[src/rtl/irq_mask2_pkg.sv]
// Purpose: Shared constants for the second interrupt mask and temperature interrupt mode block.
// Assumes: APB with 32-bit data, one word per register, decoded on the full byte address (status two at 02h).
// Notes:   Only the low eight bits of each register are used; upper bits read as zero.
package irq_mask2_pkg;
  localparam int          DATA_W          = 32;
  localparam int          ADDR_W          = 8;
  localparam int          SRC_W           = 6;
  localparam int          REG_W           = 8;
  // Register byte addresses.
  localparam logic [7:0]  OFS_STATUS_TWO  = 8'h02;
  localparam logic [7:0]  OFS_MASK_TWO    = 8'h04;
  localparam logic [7:0]  OFS_IRQ_STATUS  = 8'h40;
  localparam logic [7:0]  OFS_IRQ_ENABLE  = 8'h44;
  localparam logic [7:0]  OFS_IRQ_CLEAR   = 8'h48;
  // Reset values.
  localparam logic [7:0]  MASK_TWO_RST    = 8'h00;
  localparam logic [5:0]  STATUS_RST      = 6'h00;
  localparam logic [1:0]  IRQ_RST         = 2'h0;
  // Field positions in the mask and status registers.
  localparam int          BIT_HOT         = 0;
  localparam int          BIT_BOARD       = 1;
  localparam int          BIT_FAN1        = 2;
  localparam int          BIT_FAN2        = 3;
  localparam int          BIT_ENCL        = 4;
  localparam int          BIT_OVT         = 5;
  localparam int          BIT_HOT_MODE    = 6;
  localparam int          BIT_OVT_MODE    = 7;
  // Local interrupt event bit positions.
  localparam int          EV_SET          = 0;
  localparam int          EV_ALERT        = 1;
  localparam logic [31:0] RD_ERR_DATA     = 32'h00000000;
endpackage : irq_mask2_pkg

[src/rtl/irq_mask2_temp_irq_modes.sv]
// Purpose: Second interrupt mask register, interrupt status two and temperature interrupt modes.
// Assumes: Conversion results arrive as one-cycle pulses with above-hot and below-hysteresis levels.
// Notes:   Reading status two over APB clears it; the alert output is active low open drain.
//
// Summary of operation
// (RL1) Mask register two sits at offset 04h and resets to all zeros.
// (RL2) Bits 0 to 5 each mask one status source from the alert line.
// (RL3) Bit 6 picks hot mode, bit 7 overtemp mode; one means one-time.
// (RL4) Default mode: flag sets each conversion above hot until below hysteresis.
// (RL5) One-time mode: a single flag on first rise above hot limit.
// (RL6) One-time mode: falling below hysteresis flags once, then waits for hot again.
// (RL7) Status read clears flags; one-time flag resets only on a new crossing.
// (RL8) Hot temperature status is bit 0 of status two, mode from bit 6.
// (RL9) Alert active while any unmasked status bit is set.
//
// Chosen here: the APB register port.
`timescale 1ns/10ps
module irq_mask2_temp_irq_modes (
  // Clock and reset.
  input  wire logic                               clock,
  input  wire logic                               sys_rst,
  // APB slave.
  input  wire logic                               psel,
  input  wire logic                               penable,
  input  wire logic                               pwrite,
  input  wire logic [irq_mask2_pkg::ADDR_W-1:0]   paddr,
  input  wire logic [irq_mask2_pkg::DATA_W-1:0]   pwdata,
  output logic      [irq_mask2_pkg::DATA_W-1:0]   prdata,
  output logic                                    pready,
  output logic                                    pslverr,
  // Conversion results for the two temperature sources.
  input  wire logic                               conv_done,
  input  wire logic                               hot_above,
  input  wire logic                               hot_below_hyst,
  input  wire logic                               ovt_above,
  input  wire logic                               ovt_below_hyst,
  // Other source events, one-cycle pulses.
  input  wire logic                               board_thermal_alert,
  input  wire logic                               fan1_event,
  input  wire logic                               fan2_event,
  input  wire logic                               enclosure_open,
  // Alert line and local interrupt.
  output logic                                    alert_n_oe,
  output logic                                    irq
);

  // Access decode shared by the register paths.
  function automatic logic hit(input logic [7:0] a, input logic [7:0] ofs);
    hit = (a == ofs);
  endfunction : hit

  logic [7:0]                               mask_r, mask_nxt;
  logic [5:0]                               stat_r, stat_nxt;
  logic [1:0]                               armed_r, armed_nxt;
  logic [1:0]                               ist_r, ist_nxt;
  logic [1:0]                               ien_r, ien_nxt;
  logic [irq_mask2_pkg::DATA_W-1:0]         prdata_r, prdata_nxt;
  logic                                     pready_r, pready_nxt;
  logic                                     pslverr_r, pslverr_nxt;
  logic                                     alert_r, alert_nxt;
  logic                                     irq_r, irq_nxt;
  logic                                     acc, wr, rd, mapped, stat_rd;
  logic [1:0]                               tflag;
  logic [1:0]                               above, below;
  logic [1:0]                               mode;
  logic [5:0]                               setv;

  // Bus qualifiers; every access completes one cycle after its first access cycle.
  always_comb
  begin
    acc     = psel && penable && !pready_r;
    wr      = acc && pwrite;
    rd      = acc && !pwrite;
    mapped  = hit(paddr, irq_mask2_pkg::OFS_STATUS_TWO) || hit(paddr, irq_mask2_pkg::OFS_MASK_TWO) ||
              hit(paddr, irq_mask2_pkg::OFS_IRQ_STATUS) || hit(paddr, irq_mask2_pkg::OFS_IRQ_ENABLE) ||
              hit(paddr, irq_mask2_pkg::OFS_IRQ_CLEAR);
    stat_rd = rd && hit(paddr, irq_mask2_pkg::OFS_STATUS_TWO); // [RL7]
  end

  // Temperature flag logic per source, in default or one-time mode.
  always_comb
  begin
    above     = {ovt_above, hot_above};
    below     = {ovt_below_hyst, hot_below_hyst};
    mode      = {mask_r[irq_mask2_pkg::BIT_OVT_MODE], mask_r[irq_mask2_pkg::BIT_HOT_MODE]}; // [RL3]
    armed_nxt = armed_r;
    tflag     = 2'h0;
    for (int i = 0; i < 2; i++)
    begin
      if (conv_done)
      begin
        if (!mode[i])
        begin
          tflag[i]     = above[i] || (armed_r[i] && !below[i]); // [RL4]
          armed_nxt[i] = above[i] || (armed_r[i] && !below[i]);
        end
        else if (!armed_r[i] && above[i])
        begin
          tflag[i]     = 1'b1; // [RL5]
          armed_nxt[i] = 1'b1;
        end
        else if (armed_r[i] && below[i])
        begin
          tflag[i]     = 1'b1; // [RL6]
          armed_nxt[i] = 1'b0;
        end
      end
    end
  end

  // Status two: events set bits, a read clears them, a set in the read cycle survives.
  always_comb
  begin
    setv = 6'h00;
    setv[irq_mask2_pkg::BIT_HOT]   = tflag[0]; // [RL8]
    setv[irq_mask2_pkg::BIT_BOARD] = board_thermal_alert;
    setv[irq_mask2_pkg::BIT_FAN1]  = fan1_event;
    setv[irq_mask2_pkg::BIT_FAN2]  = fan2_event;
    setv[irq_mask2_pkg::BIT_ENCL]  = enclosure_open;
    setv[irq_mask2_pkg::BIT_OVT]   = tflag[1];
    stat_nxt = (stat_rd ? 6'h00 : stat_r) | setv; // [RL7]
  end

  // Mask register two and local interrupt registers.
  always_comb
  begin
    mask_nxt = mask_r;
    ien_nxt  = ien_r;
    if (wr && hit(paddr, irq_mask2_pkg::OFS_MASK_TWO))
    begin
      mask_nxt = pwdata[irq_mask2_pkg::REG_W-1:0]; // [RL1]
    end
    if (wr && hit(paddr, irq_mask2_pkg::OFS_IRQ_ENABLE))
    begin
      ien_nxt = pwdata[1:0];
    end
  end

  // Local interrupt status: a clear write drops bits, an event in the same cycle still sets them.
  always_comb
  begin
    ist_nxt = ist_r;
    if (wr && hit(paddr, irq_mask2_pkg::OFS_IRQ_CLEAR))
    begin
      ist_nxt = ist_r & ~pwdata[1:0];
    end
    ist_nxt[irq_mask2_pkg::EV_SET]   = ist_nxt[irq_mask2_pkg::EV_SET] | (|setv);
    ist_nxt[irq_mask2_pkg::EV_ALERT] = ist_nxt[irq_mask2_pkg::EV_ALERT] | (alert_nxt && !alert_r);
    irq_nxt = |(ist_nxt & ien_nxt);
  end

  // Alert drive from unmasked status bits.
  always_comb
  begin
    alert_nxt = |(stat_nxt & ~mask_nxt[irq_mask2_pkg::SRC_W-1:0]); // [RL2] [RL9]
  end

  // APB answer: one wait cycle per access phase, error on unmapped addresses.
  always_comb
  begin
    prdata_nxt  = irq_mask2_pkg::RD_ERR_DATA;
    pready_nxt  = acc;
    pslverr_nxt = acc && !mapped;
    if (rd)
    begin
      if (hit(paddr, irq_mask2_pkg::OFS_STATUS_TWO))
      begin
        prdata_nxt = {{(irq_mask2_pkg::DATA_W-irq_mask2_pkg::SRC_W){1'b0}}, stat_r};
      end
      else if (hit(paddr, irq_mask2_pkg::OFS_MASK_TWO))
      begin
        prdata_nxt = {24'h000000, mask_r};
      end
      else if (hit(paddr, irq_mask2_pkg::OFS_IRQ_STATUS))
      begin
        prdata_nxt = {{(irq_mask2_pkg::DATA_W-$bits(ist_r)){1'b0}}, ist_r};
      end
      else if (hit(paddr, irq_mask2_pkg::OFS_IRQ_ENABLE))
      begin
        prdata_nxt = {{(irq_mask2_pkg::DATA_W-$bits(ien_r)){1'b0}}, ien_r};
      end
    end
  end

  // State registers with synchronous reset.
  always_ff @(posedge clock)
  begin
    if (sys_rst)
    begin
      mask_r    <= irq_mask2_pkg::MASK_TWO_RST; // [RL1]
      stat_r    <= irq_mask2_pkg::STATUS_RST;
      armed_r   <= irq_mask2_pkg::IRQ_RST;
      ist_r     <= irq_mask2_pkg::IRQ_RST;
      ien_r     <= irq_mask2_pkg::IRQ_RST;
      prdata_r  <= irq_mask2_pkg::RD_ERR_DATA;
      pready_r  <= 1'b0;
      pslverr_r <= 1'b0;
      alert_r   <= 1'b0;
      irq_r     <= 1'b0;
    end
    else
    begin
      mask_r    <= mask_nxt;
      stat_r    <= stat_nxt;
      armed_r   <= armed_nxt;
      ist_r     <= ist_nxt;
      ien_r     <= ien_nxt;
      prdata_r  <= prdata_nxt;
      pready_r  <= pready_nxt;
      pslverr_r <= pslverr_nxt;
      alert_r   <= alert_nxt;
      irq_r     <= irq_nxt;
    end
  end

  // Outputs straight from flip-flops.
  assign prdata     = prdata_r;
  assign pready     = pready_r;
  assign pslverr    = pslverr_r;
  assign alert_n_oe = alert_r;
  assign irq        = irq_r;

  // Mask register is zero in the cycle after reset.
  AST_MASK_RESET: assert property (@(posedge clock) sys_rst |=> (mask_r == irq_mask2_pkg::MASK_TWO_RST)) // [RL1]
    else $error("mask not cleared by reset");

  // A fully masked status keeps the alert inactive.
  AST_MASK_BLOCKS: assert property (@(posedge clock) disable iff (sys_rst) // [RL2]
    (stat_r & ~mask_r[irq_mask2_pkg::SRC_W-1:0]) == '0 |-> !alert_n_oe)
    else $error("masked source drove alert");

  // Mode bits follow a write to the mask register.
  AST_MODE_WRITE: assert property (@(posedge clock) disable iff (sys_rst) // [RL3]
    wr && paddr == irq_mask2_pkg::OFS_MASK_TWO |=>
    mask_r[irq_mask2_pkg::BIT_OVT_MODE] == $past(pwdata[irq_mask2_pkg::BIT_OVT_MODE]) &&
    mask_r[irq_mask2_pkg::BIT_HOT_MODE] == $past(pwdata[irq_mask2_pkg::BIT_HOT_MODE]))
    else $error("mode bits not written");

  // Default mode repeats the hot flag while above hot.
  AST_DEFAULT_REPEAT: assert property (@(posedge clock) disable iff (sys_rst) // [RL4]
    conv_done && hot_above && !mask_r[irq_mask2_pkg::BIT_HOT_MODE] |=> stat_r[irq_mask2_pkg::BIT_HOT])
    else $error("default mode missed hot flag");

  // One-time mode flags nothing while armed and not below hysteresis.
  AST_ONCE_QUIET: assert property (@(posedge clock) disable iff (sys_rst) // [RL5]
    conv_done && mask_r[irq_mask2_pkg::BIT_HOT_MODE] && armed_r[0] && !hot_below_hyst |-> !tflag[0])
    else $error("one-time mode repeated flag");

  // One-time mode flags the fall below hysteresis and disarms.
  AST_ONCE_FALL: assert property (@(posedge clock) disable iff (sys_rst) // [RL6]
    conv_done && mask_r[irq_mask2_pkg::BIT_HOT_MODE] && armed_r[0] && hot_below_hyst |=>
    stat_r[irq_mask2_pkg::BIT_HOT] && !armed_r[0])
    else $error("one-time fall not flagged");

  // A status read clears bits with no new event.
  AST_READ_CLEAR: assert property (@(posedge clock) disable iff (sys_rst) // [RL7]
    stat_rd && setv == '0 |=> stat_r == '0)
    else $error("status read did not clear");

  // Hot flag lands on bit zero of status two.
  AST_HOT_BIT: assert property (@(posedge clock) disable iff (sys_rst) // [RL8]
    tflag[0] |=> stat_r[irq_mask2_pkg::BIT_HOT])
    else $error("hot flag not on bit zero");

  // An unmasked set bit drives the alert.
  AST_ALERT_ON: assert property (@(posedge clock) disable iff (sys_rst) // [RL9]
    (stat_r & ~mask_r[irq_mask2_pkg::SRC_W-1:0]) != '0 |-> alert_n_oe)
    else $error("alert not driven");

  // One-time mode arms and flags on the first conversion above hot.
  AST_ONCE_ARM: assert property (@(posedge clock) disable iff (sys_rst) // [RL5]
    conv_done && mask_r[irq_mask2_pkg::BIT_HOT_MODE] && !armed_r[0] && hot_above |=>
    stat_r[irq_mask2_pkg::BIT_HOT] && armed_r[0])
    else $error("one-time first crossing not flagged");

  // Default mode raises no hot flag on a conversion below hysteresis.
  AST_DEFAULT_QUIET: assert property (@(posedge clock) disable iff (sys_rst) // [RL4]
    conv_done && !mask_r[irq_mask2_pkg::BIT_HOT_MODE] && !hot_above && hot_below_hyst |-> !tflag[0])
    else $error("default mode flagged below hysteresis");

  // Overtemp default mode flags each conversion above its limit.
  AST_OVT_DEFAULT_REPEAT: assert property (@(posedge clock) disable iff (sys_rst) // [RL3]
    conv_done && ovt_above && !mask_r[irq_mask2_pkg::BIT_OVT_MODE] |=> stat_r[irq_mask2_pkg::BIT_OVT])
    else $error("overtemp default mode missed flag");

  // Overtemp one-time mode stays quiet without a new crossing.
  AST_OVT_ONCE_QUIET: assert property (@(posedge clock) disable iff (sys_rst) // [RL7]
    conv_done && mask_r[irq_mask2_pkg::BIT_OVT_MODE] && armed_r[1] && !ovt_below_hyst |-> !tflag[1])
    else $error("overtemp one-time mode repeated flag");

  // Every access phase is answered one cycle after it is taken.
  AST_APB_WAIT: assert property (@(posedge clock) disable iff (sys_rst)
    psel && penable && !pready |=> pready)
    else $error("access phase not answered");

  // The ready answer lasts exactly one cycle.
  AST_PREADY_PULSE: assert property (@(posedge clock) disable iff (sys_rst)
    pready |=> !pready)
    else $error("ready held too long");

  // An error answer only comes together with ready.
  AST_SLVERR_READY: assert property (@(posedge clock) disable iff (sys_rst)
    pslverr |-> pready)
    else $error("error without ready");

  // Read data stays zero outside the answer cycle.
  AST_RDATA_IDLE: assert property (@(posedge clock) disable iff (sys_rst)
    !pready |-> prdata == irq_mask2_pkg::RD_ERR_DATA)
    else $error("read data outside answer");

  // The local interrupt follows enabled status bits.
  AST_IRQ_LEVEL: assert property (@(posedge clock) disable iff (sys_rst)
    irq == (|(ist_r & ien_r)))
    else $error("interrupt level mismatch");

endmodule : irq_mask2_temp_irq_modes

[config.mk]
export PLATFORM = sky130hd
export DESIGN_NAME = irq_mask2_temp_irq_modes
export DESIGN_NICKNAME = d
export VERILOG_FILES = /design/src/rtl/irq_mask2_pkg.sv /design/src/rtl/irq_mask2_temp_irq_modes.sv
export SDC_FILE = /design/constraint.sdc
export NUM_CORES = 1
export LEC_CHECK = 0
export ABC_AREA = 1
export BUFFER_PORTS_ARGS = -buffer_cell sky130_fd_sc_hd__buf_4
export CAP_MARGIN = 40
export CORE_ASPECT_RATIO = 1.25
export CORE_MARGIN = 2
export CORE_UTILIZATION = 32
export CTS_BUF_LIST = sky130_fd_sc_hd__clkbuf_16
export DETAILED_ROUTE_END_ITERATION = 8
export GPL_ROUTABILITY_DRIVEN = 0
export HOLD_SLACK_MARGIN = 0.08
export PLACE_DENSITY = 0.68
export SYNTH_ARGS = -nofsm -noshare
export SYNTH_HDL_FRONTEND = slang
export SYNTH_SLANG_ARGS = --single-unit
[constraint.sdc]
create_clock -name clock -period 1.7 [get_ports clock]
set_input_delay 0.17 -clock clock [delete_from_list [all_inputs] [get_ports clock]]
set_output_delay 0.17 -clock clock [all_outputs]
set_load 0.01 [all_outputs]
=== Word level (Yosys, flattened, before mapping) ===
Index checks and enable logic that the tools add are counted.
W data, S select, Z words.

* Reduce and logical (&&, ||, !) cells: 38
* Equality and inequality tests: 7
* Multiplexer cells: 22
* Bitwise gates (word level): 9

{| class="wikitable"
|+ Operator list
! operator !! count
|-
| $eq A8 B7 Y1 const B || 3
|-
| $mux W6 || 3
|-
| $logic_and A1 B1 Y1 || 16
|-
| $mux W1 || 14
|-
| $reduce_or A6 Y1 || 2
|-
| $eq A8 B2 Y1 const B || 1
|-
| $eq A8 B3 Y1 const B || 1
|-
| $logic_not A1 Y1 || 8
|-
| $mux W2 || 4
|-
| $mux W8 || 1
|-
| $and A6 B6 Y6 || 1
|-
| $logic_or A1 B1 Y1 || 6
|-
| $ne A3 B1 Y1 const B || 2
|-
| $not A6 Y6 || 1
|-
| $or A6 B6 Y6 || 1
|-
| $reduce_or A5 Y1 || 1
|-
| $and A2 B2 Y2 || 2
|-
| $reduce_and A2 Y1 || 2
|-
| $reduce_or A2 Y1 || 2
|-
| $reduce_or A3 Y1 || 1
|-
| $not A2 Y2 || 1
|-
| $or A1 B1 Y1 || 2
|-
| $not A1 Y1 || 1
|}

* Bits of input ports: 54
* Output and inout bits: 36
* Register bits: 56
* Word-level logic and storage cells: 90

=== Longest topological paths before layout ===
Gate-level depths: netlist of run 1.

* Depth after elaboration: 12
* Mapped depth: 16
* Mapped depth without buffers: 15

=== Least setup slack after synthesis of run 1 ===
OpenSTA, ideal clock, no wires.

* Path type: reg2reg
* Start: register pready_r (netlist: pready)
* End: register irq_r (netlist: irq)
* Clock period less this slack: 1.511 ns
* Path slack: 0.189 ns
* Cell stages (with the launch flop): 14
* Setup time: 0.116 ns
* Arrival time: 1.395 ns
* Path buffers: 0
* Required time: 1.584 ns
* Cells stage by stage: dfxtp_1 -> nand3b_4 -> nor2_1 -> nand2_2 -> nand2_1 -> nand2_1 -> nand2_1 -> nand2_1 -> nor2_2 -> nand2_1 -> nand2_1 -> nand2_1 -> nand2_1 -> nand2_1

* Cells in the longest elaborated chain, start to end: 12
* Elaborated cells between the ends (all ways): 21
* Classes of those cells: 4 x mux; 6 x bitwise; 11 x reduce/logical

{| class="wikitable"
|+ RTL lines
! what !! line !! text
|-
| start: declaration || irq_mask2_temp_irq_modes.sv:58 || <nowiki>logic pready_r, pready_nxt;</nowiki>
|-
| start signal: assignment || irq_mask2_temp_irq_modes.sv:209 || <nowiki>pready_r <= pready_nxt;</nowiki>
|-
| $logic_not A1 Y1 (*) || irq_mask2_temp_irq_modes.sv:71 || <nowiki>acc = psel && penable && !pready_r;</nowiki>
|-
| $logic_and A1 B1 Y1 (*) || irq_mask2_temp_irq_modes.sv:71 ||
|-
| $logic_and A1 B1 Y1, on equally long branches || irq_mask2_temp_irq_modes.sv:73, irq_mask2_temp_irq_modes.sv:72 ||
|-
| $logic_and A1 B1 Y1, on equally long branches || irq_mask2_temp_irq_modes.sv:77, irq_mask2_temp_irq_modes.sv:129 ||
|-
| $mux W6, on equally long branches || irq_mask2_temp_irq_modes.sv:121, irq_mask2_temp_irq_modes.sv:129 ||
|-
| $or A6 B6 Y6 / $not A6 Y6 (equally long branches) || irq_mask2_temp_irq_modes.sv:121, irq_mask2_temp_irq_modes.sv:155 ||
|-
| $and A6 B6 Y6 || irq_mask2_temp_irq_modes.sv:155 || <nowiki>alert_nxt = |(stat_nxt & ~mask_nxt[irq_mask2_pkg::SRC_W-1:0]);</nowiki>
|-
| $reduce_or A6 Y1 || irq_mask2_temp_irq_modes.sv:155 ||
|-
| $logic_and A1 B1 Y1 || irq_mask2_temp_irq_modes.sv:148 || <nowiki>ist_nxt[irq_mask2_pkg::EV_ALERT] = ist_nxt[irq_mask2_pkg::EV_ALERT] | (alert_nxt && !alert_r);</nowiki>
|-
| $or A1 B1 Y1 || irq_mask2_temp_irq_modes.sv:148 ||
|-
| $and A2 B2 Y2 (*) || irq_mask2_temp_irq_modes.sv:149 || <nowiki>irq_nxt = |(ist_nxt & ien_nxt);</nowiki>
|-
| $reduce_or A2 Y1 (*) || irq_mask2_temp_irq_modes.sv:149 ||
|-
| end signal: assignment || irq_mask2_temp_irq_modes.sv:212 || <nowiki>irq_r <= irq_nxt;</nowiki>
|-
| end: declaration || irq_mask2_temp_irq_modes.sv:61 || <nowiki>logic irq_r, irq_nxt;</nowiki>
|}

Mark *: on every way between the ends. The rest lies on a longest branch, timed or not.
A chain may end at the register's enable or synchronous reset.

=== Worst setup path in the final report of run 1 ===
Same ends and word-level chain as after synthesis.

==> flow_metrics.tcl, run 1 <==
set metrics [dict create \
    status "completed" \
    ys.flop_type "dfxtp_1" \
    clk_path_buf_depth 2 \
    synth_cells 231 \
    maxSlewViolCount 0 \
    antennaDiodeCount 0 \
    required_ns 1.87 \
    clockPowerShare_pct 46.2 \
    period_minus_slack_ns 1.54 \
    final-setup-viol-count 0 \
    powerDensity_nw_per_um2 853 \
    dieArea_sq_um 5830 \
    netSwitchingPower_w 0.000437 \
    synthTopCellsByArea "dfxtp_1, nand2_1, buf_4" \
    overflow 0 \
    p_int_w 0.00139 \
    synth_compound_gate_area_share_pct 12.4 \
    crit_type "reg2reg" \
    synth-edff-count 0 \
    clk_latency_ns 0.28 \
    wirelength_microns 3540 \
    grt_pass1_wl_microns 5670 \
    root_buffer "clkbuf_16" \
    maxCapViolations 0 \
    critPathArrivalTime_ns 1.71 \
    cp_max_fo 6 \
    yosys_register_bits 32 \
    io_pins 90 \
    vias 1506 \
    path_clk_slew_ns 0.05 \
    rsz0062_at_grt "false" \
    synth_area_sq_um 1680 \
    drt_iter0_markers 69 \
    setup_tns_ns 0 \
    grt_pass1_vias 1407 \
    whs_ns 0.155 \
    hold_class "in2reg" \
    yosysWarnings 0 \
    synth_top_family_by_area "simple AND/OR/NAND/NOR gates" \
    drive_gt1_share_pct 26.2 \
    area_growth_syn_to_layout_pct 27.6 \
    placementRows 29 \
    clock.fmax_ghz 0.649 \
    synthMuxAreaShare_pct 0 \
    finalPower_w 0.00182 \
    power_frac_seq_pct 42.8 \
    dp_cells 336 \
    globalRouteTotalUtil_pct 12.8 \
    async_reset_ff_share_pct 0 \
    die_x_microns 68.7 \
    synth_xor_xnor_area_share_pct 0 \
    synthTopCellsByCount "nand2_1, dfxtp_1, inv_1, buf_4, nor2_1" \
    wl_per_cell_microns 10.3 \
    synth.top_cell.area_share_pct 38.2 \
    avgSynthCellArea_sq_um 7.25 \
    p_sw_share_pct 24.0 \
    cts_tree "built" \
    peakVddDrop_mv 0.387 \
    coreArea_sq_um 5080 \
    yosysSeqAreaShare_pct 38.2 \
    nNetsFinal 335 \
    port_buffers 41 \
    start_kind "register" \
    initial_utilization_pct 33.0 \
    antenna_found_initial 0 \
    fin_util_pct 42.1 \
    clock-sinks 32 \
    finalCritPeriodShare_pct 90.7 \
    grt_max_degree 20 \
    cts_setup_buffers 0 \
    drc 0 \
    die_h_microns 84.9 \
    first_pass_iters 4 \
    h-tree-depth 2 \
    end_kind "register" \
    via_per_inst 4.38 \
    finalHoldViolations 0 \
    ys_types 27 \
    synth_largest_area_cell "dfxtp_1" \
    post-dp-hpwl_microns 2770 \
    synthSimpleGateAreaFrac_pct 30.1 \
    fill_cells 537 \
    finClkSkew_ns 0.00507 \
    stdcell_count 344 \
    p_leak_nw 1.07 \
    synth-adder-area-share_pct 0 \
    antenna_left 0 \
    yosysMostFrequentCell "nand2_1" \
    power_frac_comb_pct 11.0 \
    cts_buffers 5 \
]
## stage by stage
step,area [sq um],setup slack (ns)
floorplan,1760,0.189
global placement,1990,0.0670
detailed placement,1990,0.0571
CTS,2130,0.0487
global route,2140,0.00146
finish,2140,0.159
## cell usage in the layout (no fill, tap or decap), drive strengths merged, types with 4 or more instances in the layout
cell and n:
nand2 56, buf 47, dfxtp 32, inv 32, nor2 30, conb 24, a21oi 19, o21ai 9
nand3 7, o22ai 6, clkbuf 5, nand3b 4
## power groups by stage
stage | sequential, W | combinational [W] | clock (W)
after CTS | 0.000781 | 0.000199 | 0.000859
final | 0.000781 | 0.000200 | 0.000842
after floorplan | 0.000796 | 0.000151 | 0
after global routing | 0.000783 | 0.000226 | 0.000890
after global placement | 0.000796 | 0.000196 | 0
after detailed placement | 0.000796 | 0.000198 | 0
## worst paths after layout
kind | slack, ns | startpoint | end | cells after the start
max | 0.16 | pready | irq | 13
min | 0.16 | pwdata[0] | mask_r[0] | 3
max reg2reg | 0.16 | pready | irq | 13
min reg2reg | 0.46 | mask_r[6] | prdata[6] | 2
## state kept, by name, indices dropped and copies added, names as in the netlist
signal / count
mask_r: 8
ist_r: 2
alert_n_oe: 1
stat_r: 6
irq: 1
pslverr: 1
prdata: 8
pready: 1
ien_r: 2
armed_r: 2
## metal layers
metal  vias to the layer above  wire length, microns  GRT usage (%)
met1                       672                  1360           13.4
met4                         0                    67           5.70
met5                         -                     0              0
li1                        778                     -              -
met2                        50                  1820           22.9
met3                         6                   291           3.58
## timing repair
| item | in CTS | in global routing |
|---|---|---|
| hold buffers | 0 | 0 |
| gates resized for setup | 0 | 3 |
| endpoints found under the setup margin | 0 | 1 |
## cell families after synthesis
logic type	count (synthesis)
AO/OA/AOI/OAI	37
buffers and inverters	59
flip-flops	32
AND/OR/NAND/NOR	102
other	1
## area by class of cell
type	instances	area (sq um)	share of cell area (%)
multi-input cells	163	808	37.8
flip-flops and latches	32	641	30.0
repair buffers	47	353	16.5
clock buffers	5	125	5.85
inverters	32	120	5.62
well taps	62	77.6	3.63
clock inverters	3	13.8	0.644
## critical path, stage by stage, from the launching register on
cell      delay (ns)
dfxtp_1         0.30
nand3b_4        0.18
nor2_2          0.15
nand2_2         0.12
nand2_1         0.09
nand2_1         0.05
nand2_1         0.06
nand2_1         0.07
nor2_2          0.13
nand2_1         0.06
nand2_1         0.07
nand2_1         0.05
nand2_1         0.05
nand2_1         0.04
No activity file was read; power rests on OpenSTA's default activity.
==> run 2: changes to the inputs <==
--- a/config.mk
+++ b/config.mk
@@ -14,7 +14,8 @@
 export CTS_BUF_LIST = sky130_fd_sc_hd__clkbuf_16
 export DETAILED_ROUTE_END_ITERATION = 8
 export GPL_ROUTABILITY_DRIVEN = 0
-export HOLD_SLACK_MARGIN = 0.08
+export HOLD_SLACK_MARGIN = 0.02
+export MAX_ROUTING_LAYER = met4
 export PLACE_DENSITY = 0.68
 export SYNTH_ARGS = -nofsm -noshare
 export SYNTH_HDL_FRONTEND = slang
==> run 2 against run 1 <==
Clock skew hardly changed. Largest cell class unchanged. Critical path depth is the same. Global-route usage up 0.36 points. Combinational power hardly changed.
==> flow_metrics.tcl, run 2 (same netlist as run 1, synthesis figures left out) <==
set metrics [dict create \
    crit_type "reg2reg" \
    via_per_inst 4.39 \
    finalHoldViolations 0 \
    overflow 0 \
    cts_buffers 5 \
    h-tree-depth 2 \
    clockPowerShare_pct 46.2 \
    root_buffer "clkbuf_16" \
    powerDensity_nw_per_um2 854 \
    finClkSkew_ns 0.00507 \
    r2r_start "pready" \
    globalRouteTotalUtil_pct 13.2 \
    ff2ff_path_depth 13 \
    ctsHoldBuffers 0 \
    die_x_microns 68.7 \
    dieArea_sq_um 5830 \
    power_frac_seq_pct 42.8 \
    p_int_w 0.00139 \
    clk_path_buf_depth 2 \
    drt_iter0_markers 53 \
    antenna_left 0 \
    clock-sinks 32 \
    cts_tree "built" \
    end_kind "register" \
    final-setup-viol-count 0 \
    required_ns 1.87 \
    drive_gt1_share_pct 26.2 \
    peakVddDrop_mv 0.387 \
    area_growth_syn_to_layout_pct 27.6 \
    vias 1511 \
    grt_max_degree 20 \
    netSwitchingPower_w 0.000439 \
    post-dp-hpwl_microns 2770 \
    r2r-end "irq" \
    maxCapViolations 0 \
    finalPower_w 0.00183 \
    period_minus_slack_ns 1.54 \
    port_buffers 41 \
    first_pass_iters 4 \
    grt_pass1_vias 1407 \
    r2r_setup_slack_ns 0.16 \
    p_sw_share_pct 24.0 \
    io_pins 90 \
    worstSetupStartpoint "pready" \
    critPathArrivalTime_ns 1.72 \
    crit_path_end "irq" \
    final_common_cell "nand2_1" \
    setup_ws_ns 0.157 \
    coreArea_sq_um 5080 \
    wirelength_microns 3540 \
    hold_class "in2reg" \
    start_kind "register" \
    clock.fmax_ghz 0.648 \
    wl_per_cell_microns 10.3 \
    status "completed" \
    cp_max_fo 6 \
    drc 0 \
    maxSlewViolCount 0 \
    fin_util_pct 42.1 \
    pre_cts_ws_ns 0.0571 \
    rsz0062_at_grt "false" \
    setup_tns_ns 0 \
    finalCritPeriodShare_pct 90.7 \
    nNetsFinal 335 \
    initial_utilization_pct 33.0 \
    placementRows 29 \
    antennaDiodeCount 0 \
    power_frac_comb_pct 11.0 \
    grt_pass1_wl_microns 5670 \
    whs_ns 0.155 \
    p_leak_nw 1.07 \
    layout_common_cells "nand2_1, buf_4, dfxtp_1, inv_1, conb_1" \
    clk_latency_ns 0.28 \
    path_clk_slew_ns 0.05 \
    die_h_microns 84.9 \
    antenna_found_initial 0 \
]
-- run 2: power groups by stage --
stage	sequential, W	combinational, W	clock, W
4_1_cts	0.000781	0.000199	0.000859
2_1_floorplan	0.000796	0.000151	0
5_1_grt	0.000783	0.000226	0.000890
3_5_place_dp	0.000796	0.000198	0
3_3_place_gp	0.000796	0.000196	0
6_report	0.000781	0.000200	0.000844
-- run 2: worst min path at each step --
| stage | start | endpoint | slack [ns] | cells after the start |
|---|---|---|---|---|
| after CTS | pwdata[0] | mask_r[0] | 0.15 | 3 |
| after detailed placement | pwdata[0] | mask_r[0] | 0.44 | 3 |
| final | pwdata[0] | mask_r[0] | 0.16 | 3 |
| after global placement | pwdata[0] | mask_r[0] | 0.44 | 3 |
| after global routing | board_thermal_alert | stat_r[1] | 0.18 | 3 |
| after floorplan | pwdata[0] | mask_r[0] | 0.31 | 2 |
-- run 2: per-stage QoR --
stage          cell area, sq um  cells
2_1_floorplan              1760    254
6_report                   2140    344
5_1_grt                    2140    344
3_5_place_dp               1990    336
4_1_cts                    2130    344
3_3_place_gp               1990    336
-- run 2: critical path: stages, from the launching register on --
cell	delay (ns)
dfxtp_1	0.30
nand3b_4	0.18
nor2_2	0.15
nand2_2	0.12
nand2_1	0.09
nand2_1	0.05
nand2_1	0.06
nand2_1	0.07
nor2_2	0.13
nand2_1	0.06
nand2_1	0.07
nand2_1	0.05
nand2_1	0.05
nand2_1	0.04
-- run 2: cell type report --
cell class / instances / area, sq um
inverters: 32 / 120
fillers: 537 / 2940
clock inverters: 3 / 13.8
repair buffers: 47 / 353
clock buffers: 5 / 125
flip-flops and latches: 32 / 641
multi-input cells: 163 / 808
well taps: 62 / 77.6
-- run 2: layer usage --
metal | global-route usage [%] | share of wire, % | wire length [microns] | vias up
met5 | - | 0 | 0 | -
met4 | 5.70 | 1.9 | 67 | 0
met3 | 3.32 | 7.9 | 279 | 6
met2 | 22.9 | 52 | 1830 | 52
met1 | 13.6 | 39 | 1370 | 674
li1 | - | - | - | 779
-- run 2: timing repair --
action	CTS	global route
gates resized for setup	0	3
setup endpoints to repair	0	1
buffers inserted	0	0
==> run 3: changes to the inputs <==
--- a/config.mk
+++ b/config.mk
@@ -17,6 +17,8 @@
 export HOLD_SLACK_MARGIN = 0.02
 export MAX_ROUTING_LAYER = met4
 export PLACE_DENSITY = 0.68
+export REMOVE_ABC_BUFFERS = 1
+export SLEW_MARGIN = 20
 export SYNTH_ARGS = -nofsm -noshare
 export SYNTH_HDL_FRONTEND = slang
 export SYNTH_SLANG_ARGS = --single-unit
==> run 3 against run 2 <==
Routed wire length is 2.9% higher. Critical path type unchanged. Cell area is 2.0% higher. Largest power group unchanged. Sequential share of layout area is 0.58 points lower. Critical path depth stayed put. Combinational power is 2% higher. First-iteration DRC count is 7.5% higher. Die area stayed put. Sequential power hardly changed.
==> flow_metrics.tcl, run 3 (same netlist as run 1, synthesis figures left out) <==
set metrics [dict create \
    path_clk_slew_ns 0.05 \
    pre_cts_ws_ns 0.0436 \
    max_stage_delay_ns 0.30 \
    clk_path_buf_depth 2 \
    maxCapViolations 0 \
    clock.fmax_ghz 0.644 \
    final_common_cell "buf_4" \
    vias 1521 \
    dieArea_sq_um 5830 \
    p_leak_nw 1.10 \
    layout_common_cells "buf_4, nand2_1, inv_1, dfxtp_1, conb_1" \
    wl_per_cell_microns 10.5 \
    crit_top_cell "nand2_1" \
    clock-sinks 32 \
    setup_ws_ns 0.147 \
    root_buffer "clkbuf_16" \
    die_h_microns 84.9 \
    powerDensity_nw_per_um2 827 \
    status "completed" \
    fill_cells 534 \
    port_buffers 41 \
    clk_latency_ns 0.28 \
    drive_gt1_share_pct 27.6 \
    via_per_inst 4.37 \
    h-tree-depth 2 \
    cts_buffers 5 \
    stdcell_count 348 \
    globalRouteTotalUtil_pct 13.9 \
    dp_cells 337 \
    end_kind "register" \
    cp_max_fo 6 \
    final-setup-viol-count 0 \
    cp_slowest_cell "dfxtp_1" \
    drc 0 \
    grt_max_degree 20 \
    grt_pass1_wl_microns 5910 \
    coreArea_sq_um 5080 \
    nNetsFinal 340 \
    placementRows 29 \
    cp.buffers_inverters 0 \
    cts_tree "built" \
    hold_class "in2reg" \
    area_growth_syn_to_layout_pct 30.2 \
    seq_area_sq_um 641 \
    initial_utilization_pct 33.0 \
    period_minus_slack_ns 1.55 \
    peakVddDrop_mv 0.422 \
    post-dp-hpwl_microns 2790 \
    antenna_left 0 \
    start_kind "register" \
    maxSlewViolCount 0 \
    crit_family "simple AND/OR/NAND/NOR gates" \
    die_x_microns 68.7 \
    first_pass_iters 4 \
    finalHoldViolations 0 \
    finalCritPeriodShare_pct 91.3 \
    wirelength_microns 3650 \
    critPathArrivalTime_ns 1.72 \
    crit_type "reg2reg" \
    io_pins 90 \
    rsz0062_at_grt "true" \
    overflow 0 \
    drt_iter0_markers 57 \
    crit_path_cell_trace "nand3b_4, nor2_4, nand2_2, nand2_1, nand2_1, nand2_1, nand2_1, nor2_2, nand2_1, nand2_1, nand2_1, nand2_1, nand2_1" \
    finClkSkew_ns 0.00542 \
    antenna_found_initial 0 \
    antennaDiodeCount 0 \
    multi_input_area_sq_um 818 \
    required_ns 1.87 \
    whs_ns 0.166 \
    grt_pass1_vias 1453 \
]
run 3: changes by cell type in the layout (fill, tap and decap cells not counted), sizes merged:
cell / delta
buf: +5
clkinv: -2
inv: +1
run 3: layout make-up:
class	count	area share, %
clock buffer	5	5.74
clock inverter	2	0.402
inverter	32	5.51
sequential	32	29.4
multi-input combinational	163	37.5
timing repair buffer	52	17.9
tap	62	3.56
run 3: final timing paths:
check / from / to / slack, ns / cells after the start
worst max-delay path: pready / irq / 0.15 / 13
worst min register to register: mask_r[3] / prdata[3] / 0.47 / 2
worst min-delay path: pwdata[1] / mask_r[1] / 0.17 / 3
worst max register to register: pready / irq / 0.15 / 13
run 3: where the power goes:
part / leakage (nW) / internal [W] / switching [W] / total [W]
Sequential: 0.261 / 0.000772 / 0.0000100 / 0.000782
Clock: 0.0709 / 0.000523 / 0.000293 / 0.000816
Combinational: 0.767 / 0.0000871 / 0.000118 / 0.000205
Total: 1.10 / 0.00138 / 0.000420 / 0.00180
run 3: repair_timing:
| action | in CTS | in global routing |
|---|---|---|
| hold buffers | 0 | 0 |
| gates resized for setup | 0 | 4 |
| hold endpoints to repair | 0 | 0 |
| endpoints found under the setup margin | 0 | 2 |
| setup buffers | 0 | 4 |
run 3: per-stage QoR:
step,util [%],TNS [ns],total power [W],instance area (sq um)
floorplan,-,0,0.000900,1560
global placement,39.4,0,0.000994,2000
detailed placement,39.4,0,0.000998,2000
CTS,42.0,0,0.00182,2130
global route,42.9,-0.0353,0.00188,2180
finish,42.9,0,0.00180,2180
run 3: per-layer routing:
layer	global-route usage (%)	vias up	routed length [microns]	share of wire, %
met5	-	-	0	0
met4	5.88	0	71	1.9
met3	3.58	6	241	6.6
met2	24.8	50	1860	51
met1	13.8	678	1470	40
li1	-	787	-	-
run 3: worst min-delay path, stage by stage:
cell and delay (ns):
buf_4 0.10, o21ai_2 0.06, nor2_1 0.07
